File: src/wb_regs_pkg.sv
// Constants for the white-balance control register bank.
// Assumes 8-bit register data and 16-bit register addresses.
package wb_regs_pkg;

   localparam int ADDR_W = 16;
   localparam int DATA_W = 8;
   localparam int VAL_W = 10;
   localparam int HI_W = 2;
   localparam int RW_COUNT = 39;
   localparam int CFG_COUNT = 9;
   localparam int SNAP_COUNT = 16;
   localparam int GAIN_COUNT = 8;
   localparam int TUNE_COUNT = 7;
   localparam int THR_COUNT = 12;

   // ==========================================
   // Index of each reset-valued register used by name
   localparam int IDX_DEBUG_ONE = 7;
   localparam int IDX_DEBUG_TWO = 8;
   localparam int IDX_UPPER = 9;
   localparam int IDX_LOWER = 10;
   localparam int IDX_FIX_SEL = 11;
   localparam int IDX_FIX_CTL = 12;
   localparam int IDX_THR = 13;
   localparam int IDX_DBG_MODE = 37;
   localparam int IDX_MANUAL = 38;

   // Tuning: y tolerance, mid x, mid y, low k, high k, high x limit,
   // low y limit; then debug one/two, pixel limits, fix select/control,
   // twelve hi/lo threshold pairs, debug mode, manual gain select.
   localparam logic [ADDR_W-1:0] RW_ADDR [RW_COUNT] = '{
      16'h55a1, 16'h55a2, 16'h55a3, 16'h55a4, 16'h55a5, 16'h55a6, 16'h55a7,
      16'h55a8, 16'h55a9, 16'h55aa, 16'h55ab, 16'h55af, 16'h55b0,
      16'h5700, 16'h5701, 16'h5702, 16'h5703, 16'h5704, 16'h5705,
      16'h5706, 16'h5707, 16'h5708, 16'h5709, 16'h570a, 16'h570b,
      16'h570c, 16'h570d, 16'h570e, 16'h570f, 16'h5710, 16'h5711,
      16'h5712, 16'h5713, 16'h5714, 16'h5715, 16'h5716, 16'h5717,
      16'h5718, 16'h5120};
   localparam logic [DATA_W-1:0] RW_RESET [RW_COUNT] = '{
      8'h10, 8'h40, 8'h40, 8'h00, 8'h00, 8'h00, 8'h00,
      8'h20, 8'h20, 8'hff, 8'h00, 8'h00, 8'h00,
      8'h00, 8'h10, 8'h01, 8'h00, 8'h03, 8'h68,
      8'h00, 8'h80, 8'h00, 8'h20, 8'h00, 8'h10,
      8'h00, 8'h40, 8'h00, 8'h40, 8'h00, 8'h40,
      8'h00, 8'h80, 8'h00, 8'h10, 8'h00, 8'h10,
      8'h3c, 8'h00};
   localparam logic [DATA_W-1:0] RW_MASK [RW_COUNT] = '{
      8'hff, 8'hff, 8'hff, 8'hff, 8'hff, 8'hff, 8'hff,
      8'hff, 8'hff, 8'hff, 8'hff, 8'hff, 8'h3f,
      8'h03, 8'hff, 8'h03, 8'hff, 8'h03, 8'hff,
      8'h03, 8'hff, 8'h03, 8'hff, 8'h03, 8'hff,
      8'h03, 8'hff, 8'h03, 8'hff, 8'h03, 8'hff,
      8'h03, 8'hff, 8'h03, 8'hff, 8'h03, 8'hff,
      8'h3f, 8'h01};

   // ==========================================
   // Start-up registers without reset value
   localparam int CFG_CT_EN = 0;
   localparam int CFG_MODE = 1;
   localparam int CFG_FEEDBACK = 2;
   localparam int CFG_SIMPLE_HI = 3;
   localparam int CFG_SIMPLE_LO = 4;
   localparam int CFG_CT_HI = 5;
   localparam int CFG_CT_LO = 6;
   localparam int CFG_STEP_REL = 7;
   localparam int CFG_STEP_ABS = 8;
   localparam logic [ADDR_W-1:0] CFG_ADDR [CFG_COUNT] = '{
      16'hc4b8, 16'hc4b9, 16'hc4ba, 16'hc4cc, 16'hc4cd,
      16'hc4ce, 16'hc4cf, 16'hc4d0, 16'hc4d1};

   // Gain and offset readback window
   localparam logic [ADDR_W-1:0] SNAP_BASE = 16'h5cfc;
   localparam logic [ADDR_W-1:0] SNAP_LAST = 16'h5d1b;

   // ==========================================
   // Fields
   localparam logic [DATA_W-1:0] BYTE_ZERO = 8'h00;
   localparam logic [1:0] MODE_SEPARATE = 2'h0;
   localparam logic [1:0] MODE_LONG = 2'h1;
   localparam logic [1:0] MODE_SHORT = 2'h2;
   localparam logic [1:0] MODE_COMBINE = 2'h3;
   localparam int FIX_WHOLE_BIT = 5;
   localparam int FIX_EOF_BIT = 4;
   localparam int FIX_VALUE_MSB = 3;
   localparam int DBG_MODE1_BIT = 0;
   localparam int DBG_MODE2_BIT = 1;
   localparam int DBG_VALUE_MSB = 5;
   localparam int DBG_VALUE_LSB = 2;
   localparam logic [3:0] DBG_VALUE_MIN = 4'h1;

endpackage

File: src/white_balance_control_regs.sv
// White-balance control register bank with statistics gate and readback.
// Assumes register port, pixel stream and frame strobes share clock.
`timescale 1ns/1ps
`default_nettype none

// How it works
// - Pixels above the upper limit register, reset all ones, are excluded.
// - Pixels below the lower limit register, reset zero, are excluded.
// - Colour-temperature algorithm runs only while its enable is set.
// - Simple-algorithm feedback applies only while its enable is set.
// - Both enables: only an all-zero byte means disabled.
// - Work mode 00 separate, 01 long, 10 short, 11 combined; no mode until written.
// - Start-up registers have no reset value; read as zero until written.
// - Simple minimum count is 16 bits, high byte then low byte.
// - Colour-temperature minimum count is 16 bits in two byte registers.
// - Relative step in one register, absolute step in the next.
// - Long and short 10-bit gains read back, high two bits first.
// - Long and short 10-bit two's complement offsets read back.
// - Gamma luma and chroma thresholds are 10 bits in paired registers.
// - Eight fix bits force long and short sums and counts.
// - Fix control holds whole fix, end-of-frame fix and 4-bit value.
// - Debug mode 1 forces always; mode 2 end of frame to vsync.
// - The two debug control registers have no effect on the block.
// - Mode select 0 means automatic gains, 1 means manual gains.
module white_balance_control_regs
   import wb_regs_pkg::*;
(
   // Clock, reset, freeze
   input wire logic clock,
   input wire logic resetn,
   input wire logic clk_en,
   // Register port
   input wire logic [ADDR_W-1:0] reg_addr,
   input wire logic [DATA_W-1:0] reg_wdata,
   input wire logic reg_write,
   input wire logic reg_read,
   output logic [DATA_W-1:0] reg_rdata,
   output logic reg_rvalid,
   // Pixel statistics gate
   input wire logic pix_valid,
   input wire logic [DATA_W-1:0] pix_data,
   output logic stat_include,
   // Frame timing and results
   input wire logic frame_end,
   input wire logic vsync,
   input wire logic [VAL_W-1:0] gain_value [GAIN_COUNT],
   input wire logic [VAL_W-1:0] offset_value [GAIN_COUNT],
   // Algorithm controls
   output logic ct_enable,
   output logic feedback_enable,
   output logic [3:0] work_mode_onehot,
   output logic [15:0] simple_min_count,
   output logic [15:0] ct_min_count,
   output logic [DATA_W-1:0] relative_step,
   output logic [DATA_W-1:0] absolute_step,
   output logic manual_gain_select,
   output logic [DATA_W-1:0] ct_tuning [TUNE_COUNT],
   output logic [VAL_W-1:0] thresholds [THR_COUNT],
   // Statistic fixing and debug
   output logic [DATA_W-1:0] fix_select,
   output logic fix_whole,
   output logic fix_eof,
   output logic [3:0] fix_value,
   output logic debug_force,
   output logic [3:0] debug_value
);

   // ==========================================
   // Storage
   logic [DATA_W-1:0] rw_reg [RW_COUNT];
   logic [DATA_W-1:0] cfg_reg [CFG_COUNT];
   logic [CFG_COUNT-1:0] cfg_written;
   logic [VAL_W-1:0] snap [SNAP_COUNT];
   logic eof_window;

   wire logic [RW_COUNT-1:0] rw_hit;
   wire logic [CFG_COUNT-1:0] cfg_hit;
   wire logic wr_go = clk_en && reg_write;
   wire logic snap_hit = (reg_addr >= SNAP_BASE) && (reg_addr <= SNAP_LAST);
   wire logic [ADDR_W-1:0] snap_off = reg_addr - SNAP_BASE;
   wire logic [VAL_W-1:0] snap_sel = snap[snap_off[4:1]];

   // Masked cfg value: unwritten reads as zero
   function automatic logic [DATA_W-1:0] cfg_val(input int i);
      cfg_val = cfg_written[i] ? cfg_reg[i] : BYTE_ZERO;
   endfunction

   // Enable byte decode shared by both enables
   function automatic logic byte_enabled(input logic [DATA_W-1:0] b);
      byte_enabled = b != BYTE_ZERO;
   endfunction

   // ==========================================
   // Reset-valued registers
   genvar g;
   generate
      for (g = 0; g < RW_COUNT; g++)
      begin : gen_rw
         assign rw_hit[g] = (reg_addr == RW_ADDR[g]);
         always_ff @(posedge clock or negedge resetn)
         begin
            if (!resetn)
               rw_reg[g] <= RW_RESET[g];
            else if (wr_go && rw_hit[g])
               rw_reg[g] <= reg_wdata & RW_MASK[g];
         end
      end
      // Start-up registers, no reset on the data
      for (g = 0; g < CFG_COUNT; g++)
      begin : gen_cfg
         assign cfg_hit[g] = (reg_addr == CFG_ADDR[g]);
         always_ff @(posedge clock)
         begin
            if (wr_go && cfg_hit[g])
               cfg_reg[g] <= reg_wdata;
         end
      end
      // Readback snapshot taken at frame end
      for (g = 0; g < SNAP_COUNT; g++)
      begin : gen_snap
         always_ff @(posedge clock or negedge resetn)
         begin
            if (!resetn)
               snap[g] <= '0;
            else if (clk_en && frame_end)
               snap[g] <= (g < GAIN_COUNT) ? gain_value[g % GAIN_COUNT]
                                           : offset_value[g % GAIN_COUNT];
         end
      end
      for (g = 0; g < TUNE_COUNT; g++)
      begin : gen_tune
         assign ct_tuning[g] = rw_reg[g];
      end
      for (g = 0; g < THR_COUNT; g++)
      begin : gen_thr
         assign thresholds[g] = {rw_reg[IDX_THR + 2 * g][HI_W-1:0],
                                 rw_reg[IDX_THR + 2 * g + 1]};
      end
   endgenerate

   assign fix_select = rw_reg[IDX_FIX_SEL];
   assign fix_whole = rw_reg[IDX_FIX_CTL][FIX_WHOLE_BIT];
   assign fix_eof = rw_reg[IDX_FIX_CTL][FIX_EOF_BIT];
   assign fix_value = rw_reg[IDX_FIX_CTL][FIX_VALUE_MSB:0];
   assign manual_gain_select = rw_reg[IDX_MANUAL][0];

   always_ff @(posedge clock or negedge resetn)
   begin
      if (!resetn)
         cfg_written <= '0;
      else if (wr_go)
         cfg_written <= cfg_written | cfg_hit;
   end

   // ==========================================
   // Read path
   logic [DATA_W-1:0] next_rdata;
   always_comb
   begin
      next_rdata = BYTE_ZERO;
      if (snap_hit)
         next_rdata = snap_off[0] ? snap_sel[DATA_W-1:0]
                                  : {6'h00, snap_sel[VAL_W-1:DATA_W]};
      for (int i = 0; i < RW_COUNT; i++)
         if (rw_hit[i])
            next_rdata = rw_reg[i];
      for (int i = 0; i < CFG_COUNT; i++)
         if (cfg_hit[i])
            next_rdata = cfg_val(i);
   end

   // ==========================================
   // Decoded controls
   wire logic [DATA_W-1:0] mode_byte = cfg_val(CFG_MODE);
   wire logic [1:0] mode_field = mode_byte[1:0];
   wire logic [DATA_W-1:0] upper_limit = rw_reg[IDX_UPPER];
   wire logic [DATA_W-1:0] lower_limit = rw_reg[IDX_LOWER];
   wire logic [DATA_W-1:0] dbg_mode = rw_reg[IDX_DBG_MODE];
   wire logic [3:0] dbg_raw = dbg_mode[DBG_VALUE_MSB:DBG_VALUE_LSB];
   wire logic next_stat_include = pix_valid && (pix_data <= upper_limit)
                                  && (pix_data >= lower_limit);
   wire logic next_ct_enable = byte_enabled(cfg_val(CFG_CT_EN));
   wire logic next_feedback_enable = byte_enabled(cfg_val(CFG_FEEDBACK));
   wire logic [3:0] mode_decode = {mode_field == MODE_COMBINE, mode_field == MODE_SHORT,
                                   mode_field == MODE_LONG,
                                   mode_field == MODE_SEPARATE};
   // Unwritten mode selects no mode at all
   wire logic [3:0] next_work_mode = cfg_written[CFG_MODE] ? mode_decode : '0;
   wire logic next_eof_window = frame_end || (eof_window && !vsync);
   wire logic next_debug_force = dbg_mode[DBG_MODE1_BIT]
                                 || (dbg_mode[DBG_MODE2_BIT] && eof_window);
   wire logic [3:0] next_debug_value = (dbg_raw == 4'h0) ? DBG_VALUE_MIN : dbg_raw;

   // ==========================================
   // Register read answer
   always_ff @(posedge clock or negedge resetn)
   begin
      if (!resetn)
      begin
         reg_rdata <= '0;
         reg_rvalid <= 1'b0;
      end
      else if (clk_en)
      begin
         reg_rdata <= reg_read ? next_rdata : reg_rdata;
         reg_rvalid <= reg_read;
      end
   end

   // Pixel gate
   always_ff @(posedge clock or negedge resetn)
   begin
      if (!resetn)
         stat_include <= 1'b0;
      else if (clk_en)
         stat_include <= next_stat_include;
   end

   // Algorithm enables and work mode
   always_ff @(posedge clock or negedge resetn)
   begin
      if (!resetn)
      begin
         ct_enable <= 1'b0;
         feedback_enable <= 1'b0;
         work_mode_onehot <= '0;
      end
      else if (clk_en)
      begin
         ct_enable <= next_ct_enable;
         feedback_enable <= next_feedback_enable;
         work_mode_onehot <= next_work_mode;
      end
   end

   // Minimum counts and steps
   always_ff @(posedge clock or negedge resetn)
   begin
      if (!resetn)
      begin
         simple_min_count <= '0;
         ct_min_count <= '0;
         relative_step <= '0;
         absolute_step <= '0;
      end
      else if (clk_en)
      begin
         simple_min_count <= {cfg_val(CFG_SIMPLE_HI), cfg_val(CFG_SIMPLE_LO)};
         ct_min_count <= {cfg_val(CFG_CT_HI), cfg_val(CFG_CT_LO)};
         relative_step <= cfg_val(CFG_STEP_REL);
         absolute_step <= cfg_val(CFG_STEP_ABS);
      end
   end

   // End-of-frame window and debug forcing
   always_ff @(posedge clock or negedge resetn)
   begin
      if (!resetn)
      begin
         eof_window <= 1'b0;
         debug_force <= 1'b0;
         debug_value <= '0;
      end
      else if (clk_en)
      begin
         eof_window <= next_eof_window;
         debug_force <= next_debug_force;
         debug_value <= next_debug_value;
      end
   end

   // ==========================================
   // Checks
   AST_UPPER: assert property (@(posedge clock) disable iff (!resetn)
      clk_en && pix_valid && pix_data > upper_limit |=> !stat_include)
      else $error("pixel above upper limit included");
   AST_LOWER: assert property (@(posedge clock) disable iff (!resetn)
      clk_en && pix_valid && pix_data < lower_limit |=> !stat_include)
      else $error("pixel below lower limit included");
   AST_CT_EN: assert property (@(posedge clock) disable iff (!resetn)
      clk_en && cfg_written[CFG_CT_EN] |=> ct_enable == ($past(cfg_reg[CFG_CT_EN]) != 8'h00))
      else $error("ct enable does not follow register");
   AST_FEEDBACK: assert property (@(posedge clock) disable iff (!resetn)
      clk_en && cfg_written[CFG_FEEDBACK]
      |=> feedback_enable == ($past(cfg_reg[CFG_FEEDBACK]) != 8'h00))
      else $error("feedback enable does not follow register");
   AST_MODE: assert property (@(posedge clock) disable iff (!resetn)
      clk_en && cfg_written[CFG_MODE] |=> $onehot(work_mode_onehot))
      else $error("work mode decode not one-hot");
   AST_MODE_IDLE: assert property (@(posedge clock) disable iff (!resetn)
      !cfg_written[CFG_MODE] |-> work_mode_onehot == '0)
      else $error("work mode active before written");
   AST_UNWRITTEN: assert property (@(posedge clock) disable iff (!resetn)
      !cfg_written[CFG_CT_EN] |-> !ct_enable)
      else $error("ct enable active before written");
   AST_MIN_COUNT: assert property (@(posedge clock) disable iff (!resetn)
      clk_en && cfg_written[CFG_SIMPLE_HI] && cfg_written[CFG_SIMPLE_LO]
      |=> simple_min_count == {$past(cfg_reg[CFG_SIMPLE_HI]), $past(cfg_reg[CFG_SIMPLE_LO])})
      else $error("simple minimum count pairing wrong");
   AST_SNAP_LOAD: assert property (@(posedge clock) disable iff (!resetn)
      clk_en && frame_end |=> snap[0] == $past(gain_value[0]))
      else $error("gain readback not captured at frame end");
   AST_SNAP_HOLD: assert property (@(posedge clock) disable iff (!resetn)
      !(clk_en && frame_end) |=> $stable(snap[SNAP_COUNT-1]))
      else $error("readback changed inside a frame");
   AST_DEBUG1: assert property (@(posedge clock) disable iff (!resetn)
      clk_en && dbg_mode[DBG_MODE1_BIT] |=> debug_force && debug_value != 4'h0)
      else $error("debug mode 1 not forcing");
   AST_READ: assert property (@(posedge clock) disable iff (!resetn)
      clk_en && reg_read && reg_addr == SNAP_BASE |=> reg_rvalid && reg_rdata[7:2] == 6'h00)
      else $error("gain high byte read wrong");

   // Start-up registers
   AST_FEED_IDLE: assert property (@(posedge clock) disable iff (!resetn)
      !cfg_written[CFG_FEEDBACK] |-> !feedback_enable)
      else $error("feedback active before written");

   AST_CT_COUNT: assert property (@(posedge clock) disable iff (!resetn)
      clk_en && cfg_written[CFG_CT_HI] && cfg_written[CFG_CT_LO]
      |=> ct_min_count == {$past(cfg_reg[CFG_CT_HI]), $past(cfg_reg[CFG_CT_LO])})
      else $error("ct minimum count pairing wrong");

   AST_STEP: assert property (@(posedge clock) disable iff (!resetn)
      clk_en && cfg_written[CFG_STEP_ABS]
      |=> absolute_step == $past(cfg_reg[CFG_STEP_ABS]))
      else $error("absolute step does not follow register");

   // Pixel gate
   AST_INCLUDE: assert property (@(posedge clock) disable iff (!resetn)
      clk_en && pix_valid && pix_data <= upper_limit && pix_data >= lower_limit
      |=> stat_include)
      else $error("pixel inside limits excluded");

   AST_INVALID: assert property (@(posedge clock) disable iff (!resetn)
      clk_en && !pix_valid |=> !stat_include)
      else $error("invalid pixel included");

   // Frame window
   AST_EOF_OPEN: assert property (@(posedge clock) disable iff (!resetn)
      clk_en && frame_end |=> eof_window)
      else $error("frame end did not open window");

   AST_EOF_CLOSE: assert property (@(posedge clock) disable iff (!resetn)
      clk_en && vsync && !frame_end |=> !eof_window)
      else $error("vsync did not close window");

   AST_DEBUG2: assert property (@(posedge clock) disable iff (!resetn)
      clk_en && dbg_mode[DBG_MODE2_BIT] && eof_window |=> debug_force && debug_value != 4'h0)
      else $error("debug mode 2 not forcing");

   // Read port and freeze
   AST_RVALID: assert property (@(posedge clock) disable iff (!resetn)
      clk_en && !reg_read |=> !reg_rvalid)
      else $error("read valid longer than one cycle");

   AST_READ_LO: assert property (@(posedge clock) disable iff (!resetn)
      clk_en && reg_read && reg_addr == SNAP_LAST
      |=> reg_rdata == $past(snap[SNAP_COUNT-1][DATA_W-1:0]))
      else $error("offset low byte read wrong");

   AST_FREEZE: assert property (@(posedge clock) disable iff (!resetn)
      !clk_en |=> $stable(snap[0]) && $stable(reg_rdata))
      else $error("state changed while frozen");

endmodule

`default_nettype wire

File: config.mk
export PLATFORM = sky130hd
export DESIGN_NAME = white_balance_control_regs
export DESIGN_NICKNAME = d
export VERILOG_FILES = /design/src/wb_regs_pkg.sv /design/src/white_balance_control_regs.sv
export SDC_FILE = /design/constraint.sdc
export NUM_CORES = 1
export LEC_CHECK = 0
export ABC_AREA = 1
export BUFFER_PORTS_ARGS = -buffer_cell sky130_fd_sc_hd__clkbuf_2
export CORE_MARGIN = 2
export CORE_UTILIZATION = 50
export CTS_CLUSTER_DIAMETER = 40
export DETAILED_ROUTE_END_ITERATION = 8
export GPL_ROUTABILITY_DRIVEN = 0
export MAX_ROUTING_LAYER = met4
export PLACE_DENSITY = 0.73
export SLEW_MARGIN = 20
export SYNTH_ARGS = -nofsm -noshare
export SYNTH_HDL_FRONTEND = slang
export SYNTH_SLANG_ARGS = --single-unit
File: constraint.sdc
create_clock -name clock -period 5.3 [get_ports clock]
set_input_delay 0.265 -clock clock [delete_from_list [all_inputs] [get_ports clock]]
set_output_delay 0.265 -clock clock [all_outputs]
set_load 0.02 [all_outputs]
Yosys cells after proc, flatten, opt, wreduce, memory -nomap -nowiden:

Memory sizes are Yosys's and may differ from the RTL's.
Index checks and enable logic that the tools add are counted.

* register bits after elaboration: 468
* bits in writable memories: 72
* word-level logic and storage cells: 306
* memories: 1
* input port bits: 200

* magnitude comparators: 5
* $add $sub $neg: 1
* bitwise logic cells: 2
* reduce and logical (&&, ||, !) cells: 71
* mux-type cells: 106
* eq/ne operators: 51

Memories
* cfg_reg: depth 9, width 8, read ports 9, clocked after Yosys merged registers in 0, write ports 1, line white_balance_control_regs.sv:71 `logic [DATA_W-1:0] cfg_reg [CFG_COUNT];`

Operator list (number)
* $eq 16x15->1 const B: 39
* $mux 8: 67
* $eq 16x16->1 const B: 9
* $reduce_or 8->1: 8
* $logic_and 1x1->1: 55
* $bmux 10 s4: 1
* $mux 4: 10
* $mux 1: 26
* $mux 10: 2
* $ge 16x15->1 const B: 1
* $le 16x15->1 const B: 1
* $reduce_bool 8->1: 2
* $or 9x9->9: 1
* $ge 8x8->1: 1
* $le 8x8->1: 1
* $ge 5x5->1 const B: 1
* $not 4->5: 1
* $sub 5x5->5 const B: 1
* $eq 2x2->1 const B: 2
* $logic_not 4->1: 1
* $eq 2x1->1 const B: 1
* $logic_not 2->1: 1
* $logic_or 1x1->1: 2
* $reduce_and 2->1: 1
* $logic_not 1->1: 1

Longest topological paths before layout:

* word-level depth: 55
* gate-level depth with buffers: 63
* mapped depth without buffers: 60

Worst setup path before layout:

OpenSTA, ideal clock, no wires.

* path kind: input to register
* start point: in reg_addr[2]
* end point: reg reg_rdata[3]
* setup slack: 1.090 ns
* stages on the path: 55
* data arrival time: 4.093 ns
* setup time: 0.117 ns
* path through: buf_4 -> inv_1 -> buf_4 -> buf_4 -> ha_1 -> buf_2 -> inv_1 -> clkbuf_1 -> o211ai_1 -> o211ai_1 -> nand2_1 -> nand3_1 -> nand3_1 -> o211ai_1 -> nand3_1 -> o211ai_1 -> a21oi_1 -> o21bai_1 -> [... 19 more ...] -> nand2_1 -> nand4_1 -> nand2_1 -> nand2_1 -> nand2_1 -> nand2_1 -> nand2_1 -> nand3_1 -> nand2_1 -> nand2_1 -> nand2_1 -> nand2_1 -> nand2_1 -> nand2_1 -> nand2_1 -> nand2_1 -> nand2_1 -> nand2_1

* cells in the longest elaborated chain, start to end: 55
* elaborated cells on any way between the ends: 106
* those cells by class: 1 x add/sub; 2 x order compare; 48 x eq/ne; 53 x mux; 1 x bitwise; 1 x reduce/logical

RTL lines
* from (decl): line white_balance_control_regs.sv:33 `input wire logic [ADDR_W-1:0] reg_addr,`
* $sub 5x5->5: line white_balance_control_regs.sv:80 `wire logic [ADDR_W-1:0] snap_off = reg_addr - SNAP_BASE;`
* $not 4->5 (implied by the code): line white_balance_control_regs.sv:81 `wire logic [VAL_W-1:0] snap_sel = snap[snap_off[4:1]];`
* $bmux 10 s4: line white_balance_control_regs.sv:81
* $mux 10 (implied by the code) (2 in a row): line white_balance_control_regs.sv:81
* $mux 8: line white_balance_control_regs.sv:162 `next_rdata = snap_off[0] ? snap_sel[DATA_W-1:0]`
* $mux 8: line white_balance_control_regs.sv:161 `if (snap_hit)`
* $mux 8 (39 in a row): line white_balance_control_regs.sv:165 `if (rw_hit[i])`
* $mux 8 (8 in a row): line white_balance_control_regs.sv:168 `if (cfg_hit[i])`
* $mux 8 *: line white_balance_control_regs.sv:168
* to (signal assigned): line white_balance_control_regs.sv:205 `reg_rdata <= reg_read ? next_rdata : reg_rdata;`
* to (decl): line white_balance_control_regs.sv:37 `output logic [DATA_W-1:0] reg_rdata,`

Every way passes the cells marked *; elsewhere a longest branch is shown, timed or not. The select of a mux whose other input is x is not followed.
A chain may end at the register's enable or synchronous reset.

Final worst setup path:

* start point: reg snap[96] (netlist bit)
* end point: reg reg_rdata[6]

* cells in the longest elaborated chain, start to end: 53

RTL lines
* from (decl): line white_balance_control_regs.sv:73 `logic [VAL_W-1:0] snap [SNAP_COUNT];`
* from (signal, indexed assignment): line white_balance_control_regs.sv:126 `snap[g] <= (g < GAIN_COUNT) ? gain_value[g % GAIN_COUNT]`
* $bmux 10 s4: line white_balance_control_regs.sv:81
* $mux 10 (implied by the code) (2 in a row): line white_balance_control_regs.sv:81
* $mux 8: line white_balance_control_regs.sv:162
* $mux 8: line white_balance_control_regs.sv:161
* $mux 8 (39 in a row): line white_balance_control_regs.sv:165
* $mux 8 (9 in a row): line white_balance_control_regs.sv:168

Every way passes these cells. The select of a mux whose other input is x is not followed.

==> results.md <==
* Synth Instances at between 3,000 and 4,000
* Post-CTS Setup Repair Bufs at 0
* Comb pwr share at around 8.2%
* Largest register FFs at 160
* Distinct cells, synth at a little under 50
* Maximum VDD drop at between 0.2 and 0.25 mV
* Clk pwr share at between 50 and 60%
* Syn. warnings at 0
* Via Count at between 20,000 and 25,000
* Crit path launch type: flop
* Clock Tree Buf Depth at 3
* Setup TNS at 0 ns
* WP data required at roughly 5.8 ns
* Critical path class: reg -> reg
* Share of total power in sequential cells at between 40 and 50%
* Synth cell count leaders: 979 x nand2_1, 435 x dfrtp_1, 385 x o21ai_0, 224 x inv_1, 197 x buf_4
* GRT overflow at 0
* CTS root buf: clkbuf_16
* Hold Path Sink: cfg_reg[0][39]
* RSZ-0062 raised after global routing: no
* Final Hold Viols at 0
* Slew @ Worst Pin at 1.07 ns
* Syn-to-layout area delta at 22.3%
* Synth Cell Area at around 27,000 sq um
* Maxcap violations at 0
* CP dominant cell by count: nand2_1
* Nets at around 3,800
* Fin worst setup slack at roughly 0.70 ns
* Synth area leader: dfrtp_1
* Setup Skew at 0.0235 ns
* Critical Path End Type: flop
* Multi-input logic area at just over 10,000 sq um
* PortBufs at 459
* Initial DRC count at 2,367
* Worst-Skew Late Latency at about 0.63 ns
* Top cells by area, synth: dfrtp_1 40%, nand2_1 14%, edfxtp_1 8.0%
* Dpl ws at about 0.31 ns
* Sw Pwr at ~2.7 mW
* Worst r2r dst: reg_rdata[6]
* FILL cells at between 4,000 and 5,000
* Initial Utilization at approximately 50%
* Yosys reg bits at 540
* DRT Wirelength at slightly below 90 mm
* Hold WS at roughly 0.085 ns
* Met3 Use GR at ~6.7%
* GR Layer Usage met1 at between 40% and 50%
* Core Rows at 85
* # H-tree levels at 3
* Storage cell area at approximately 14,000 sq um
* R2R cell count at 42
* Slew Limit Fails at 0
* Crit path max-delay cell type: o21ai_0
* First-pass GRT wire length at between 100 and 150 mm
* Post-synth EDFFs at 72
* CP max stage delay at 0.56 ns
* Die area at ~56,000 sq um
* Mapped Avg Cell Area at 8.59 sq um
* Synth Flop Type: dfrtp_1
* Hold depth at 1
* Status: complete, no violations
* DRC errors left at 0
* Syn Nets at about 3,400
* TritonCTS buffer count at 80
* # setup viols final at 0
* Final min period at 4.60 ns
* CTS Sinks at between 500 and 600
* Reg clk slew, reported paths at 0.06 ns
* Util after Layout at between 60 and 70%
* Dpl cell area at about 29,000 sq um
* Max transition margin at between 20 and 30%
* PwrDens at about 330 nW/um^2
* Post-synthesis sequential area ratio at 51.5%
* DIE HEIGHT at between 200 and 250 um
* Met2 usage in global routing at just under 50%
* Total Routing Usage GR at 32.5%
* Asr flop ratio synth at between 80 and 90%
* Worst min-delay path class: in -> reg
* WP data arrival at a little over 5 ns
* Pleak at around 16 nW
* Post-DR wirelength/cell at ~20 um
* Min-delay src: reg_wdata[7]
* DIE WIDTH at 237 um
* Io pins at 460
* Pin count of the biggest net entering global routing at 155
* Vias in the first global route at roughly 23,000
* Net Sw Frac at 25.3%
* FMAX at around 220 MHz
* Final period utilization at 86.8%
* Placed wire-length estimate at around 60 mm
* P_int at 8.09 mW
* Post-synth top area share at between 40% and 50%
* Initial antenna violation count at 24
* CTS tree: yes
* Antenna-violating nets left at 0
* Core area at 53,600 sq um
* Avg Vias per Cell at around 5.5
* Worst r2r src: snap[96]
* First-pass DRT Iterations at 6
* Most frequent cell after synthesis: nand2_1
* GRT Max-Usage Layer: met2
* Post-layout instance area at roughly 33,000 sq um
* Layout cells sized above 1 at around a quarter
* Worst-path fanout max at 2
* Worst R2R Setup Slack at between 0.7 and 0.8 ns
-- how the worst max path moves through the flow --
stage                      from           end  slack (ns)  cells past startpoint
floorplan           reg_addr[2]  reg_rdata[3]        1.09                     55
global placement    reg_addr[2]  reg_rdata[2]        0.39                     52
detailed placement  reg_addr[2]  reg_rdata[2]        0.31                     52
CTS                    snap[96]  reg_rdata[6]        0.76                     42
global route           snap[96]  reg_rdata[6]        0.22                     42
finish                 snap[96]  reg_rdata[6]        0.70                     42
-- through the flow --
step	instances	power, mW
final	4357	10.8
after global routing	4351	11.2
after CTS	4327	10.8
after detailed placement	4015	5.31
after global placement	4015	5.29
after floorplan	3148	4.94
-- area by class of cell --
type                       count  area share [%]
clock inverter                56            1.95
sequential                   540            42.1
tap                          696            2.64
inverter                     238            2.71
timing repair buffer         664            13.2
multi-input combinational   2039            30.8
antenna                       30           0.227
clock buffer                  94            6.41
-- repair_timing --
action	CTS	global route
resized for setup	0	0
hold endpoints to repair	223	0
hold buffers	162	0
-- per-layer routing --
layer  vias to the layer above  routed length (um)
li1                      11000                   -
met1                     11200               35700
met2                      1330               41100
met3                       320                7870
met4                         0                4400
met5                         -                   0
-- power by group through the flow --
stage | clock, mW | sequential, mW | combinational, mW
2_1_floorplan | 0 | 4.53 | 0.418
3_3_place_gp | 0 | 4.54 | 0.749
3_5_place_dp | 0 | 4.55 | 0.761
4_1_cts | 5.48 | 4.48 | 0.865
5_1_grt | 5.70 | 4.51 | 0.961
6_report | 5.45 | 4.50 | 0.893
-- cells in the final DEF (no fill, tap or decap), types with 34 or more instances in the layout --
cell type      count
inv_1            224
buf_4             36
o21ai_0          385
dlygate4sd3_1    162
dfrtp_1          435
clkbuf_16         82
clkbuf_2         457
o211ai_1          34
mux2_2           146
nor2_1           152
a21oi_1           71
nand2_1          978
nand3_1           97
edfxtp_1          72
-- worst max-delay path: cells and delay by family (launching register included) --
kind | cells | cell delay (ns)
AOI/OAI and AO/OA | 12 | 1.84
and+or+nand+nor | 30 | 2.26
DFF | 1 | 0.39
-- cells by family (layout without fill, tap and decap cells) --
kind of cell	Yosys count	in the layout	synth area share, %
AOI/OAI and AO/OA	549	549	10.8
adders and majority gates	20	20	0.926
buffers and inverters	569	1052	10.9
DFF	540	540	51.5
muxes	147	147	6.12
other	0	30	0
and+or+nand+nor	1323	1323	19.8
(Power assumes the default switching activity.)
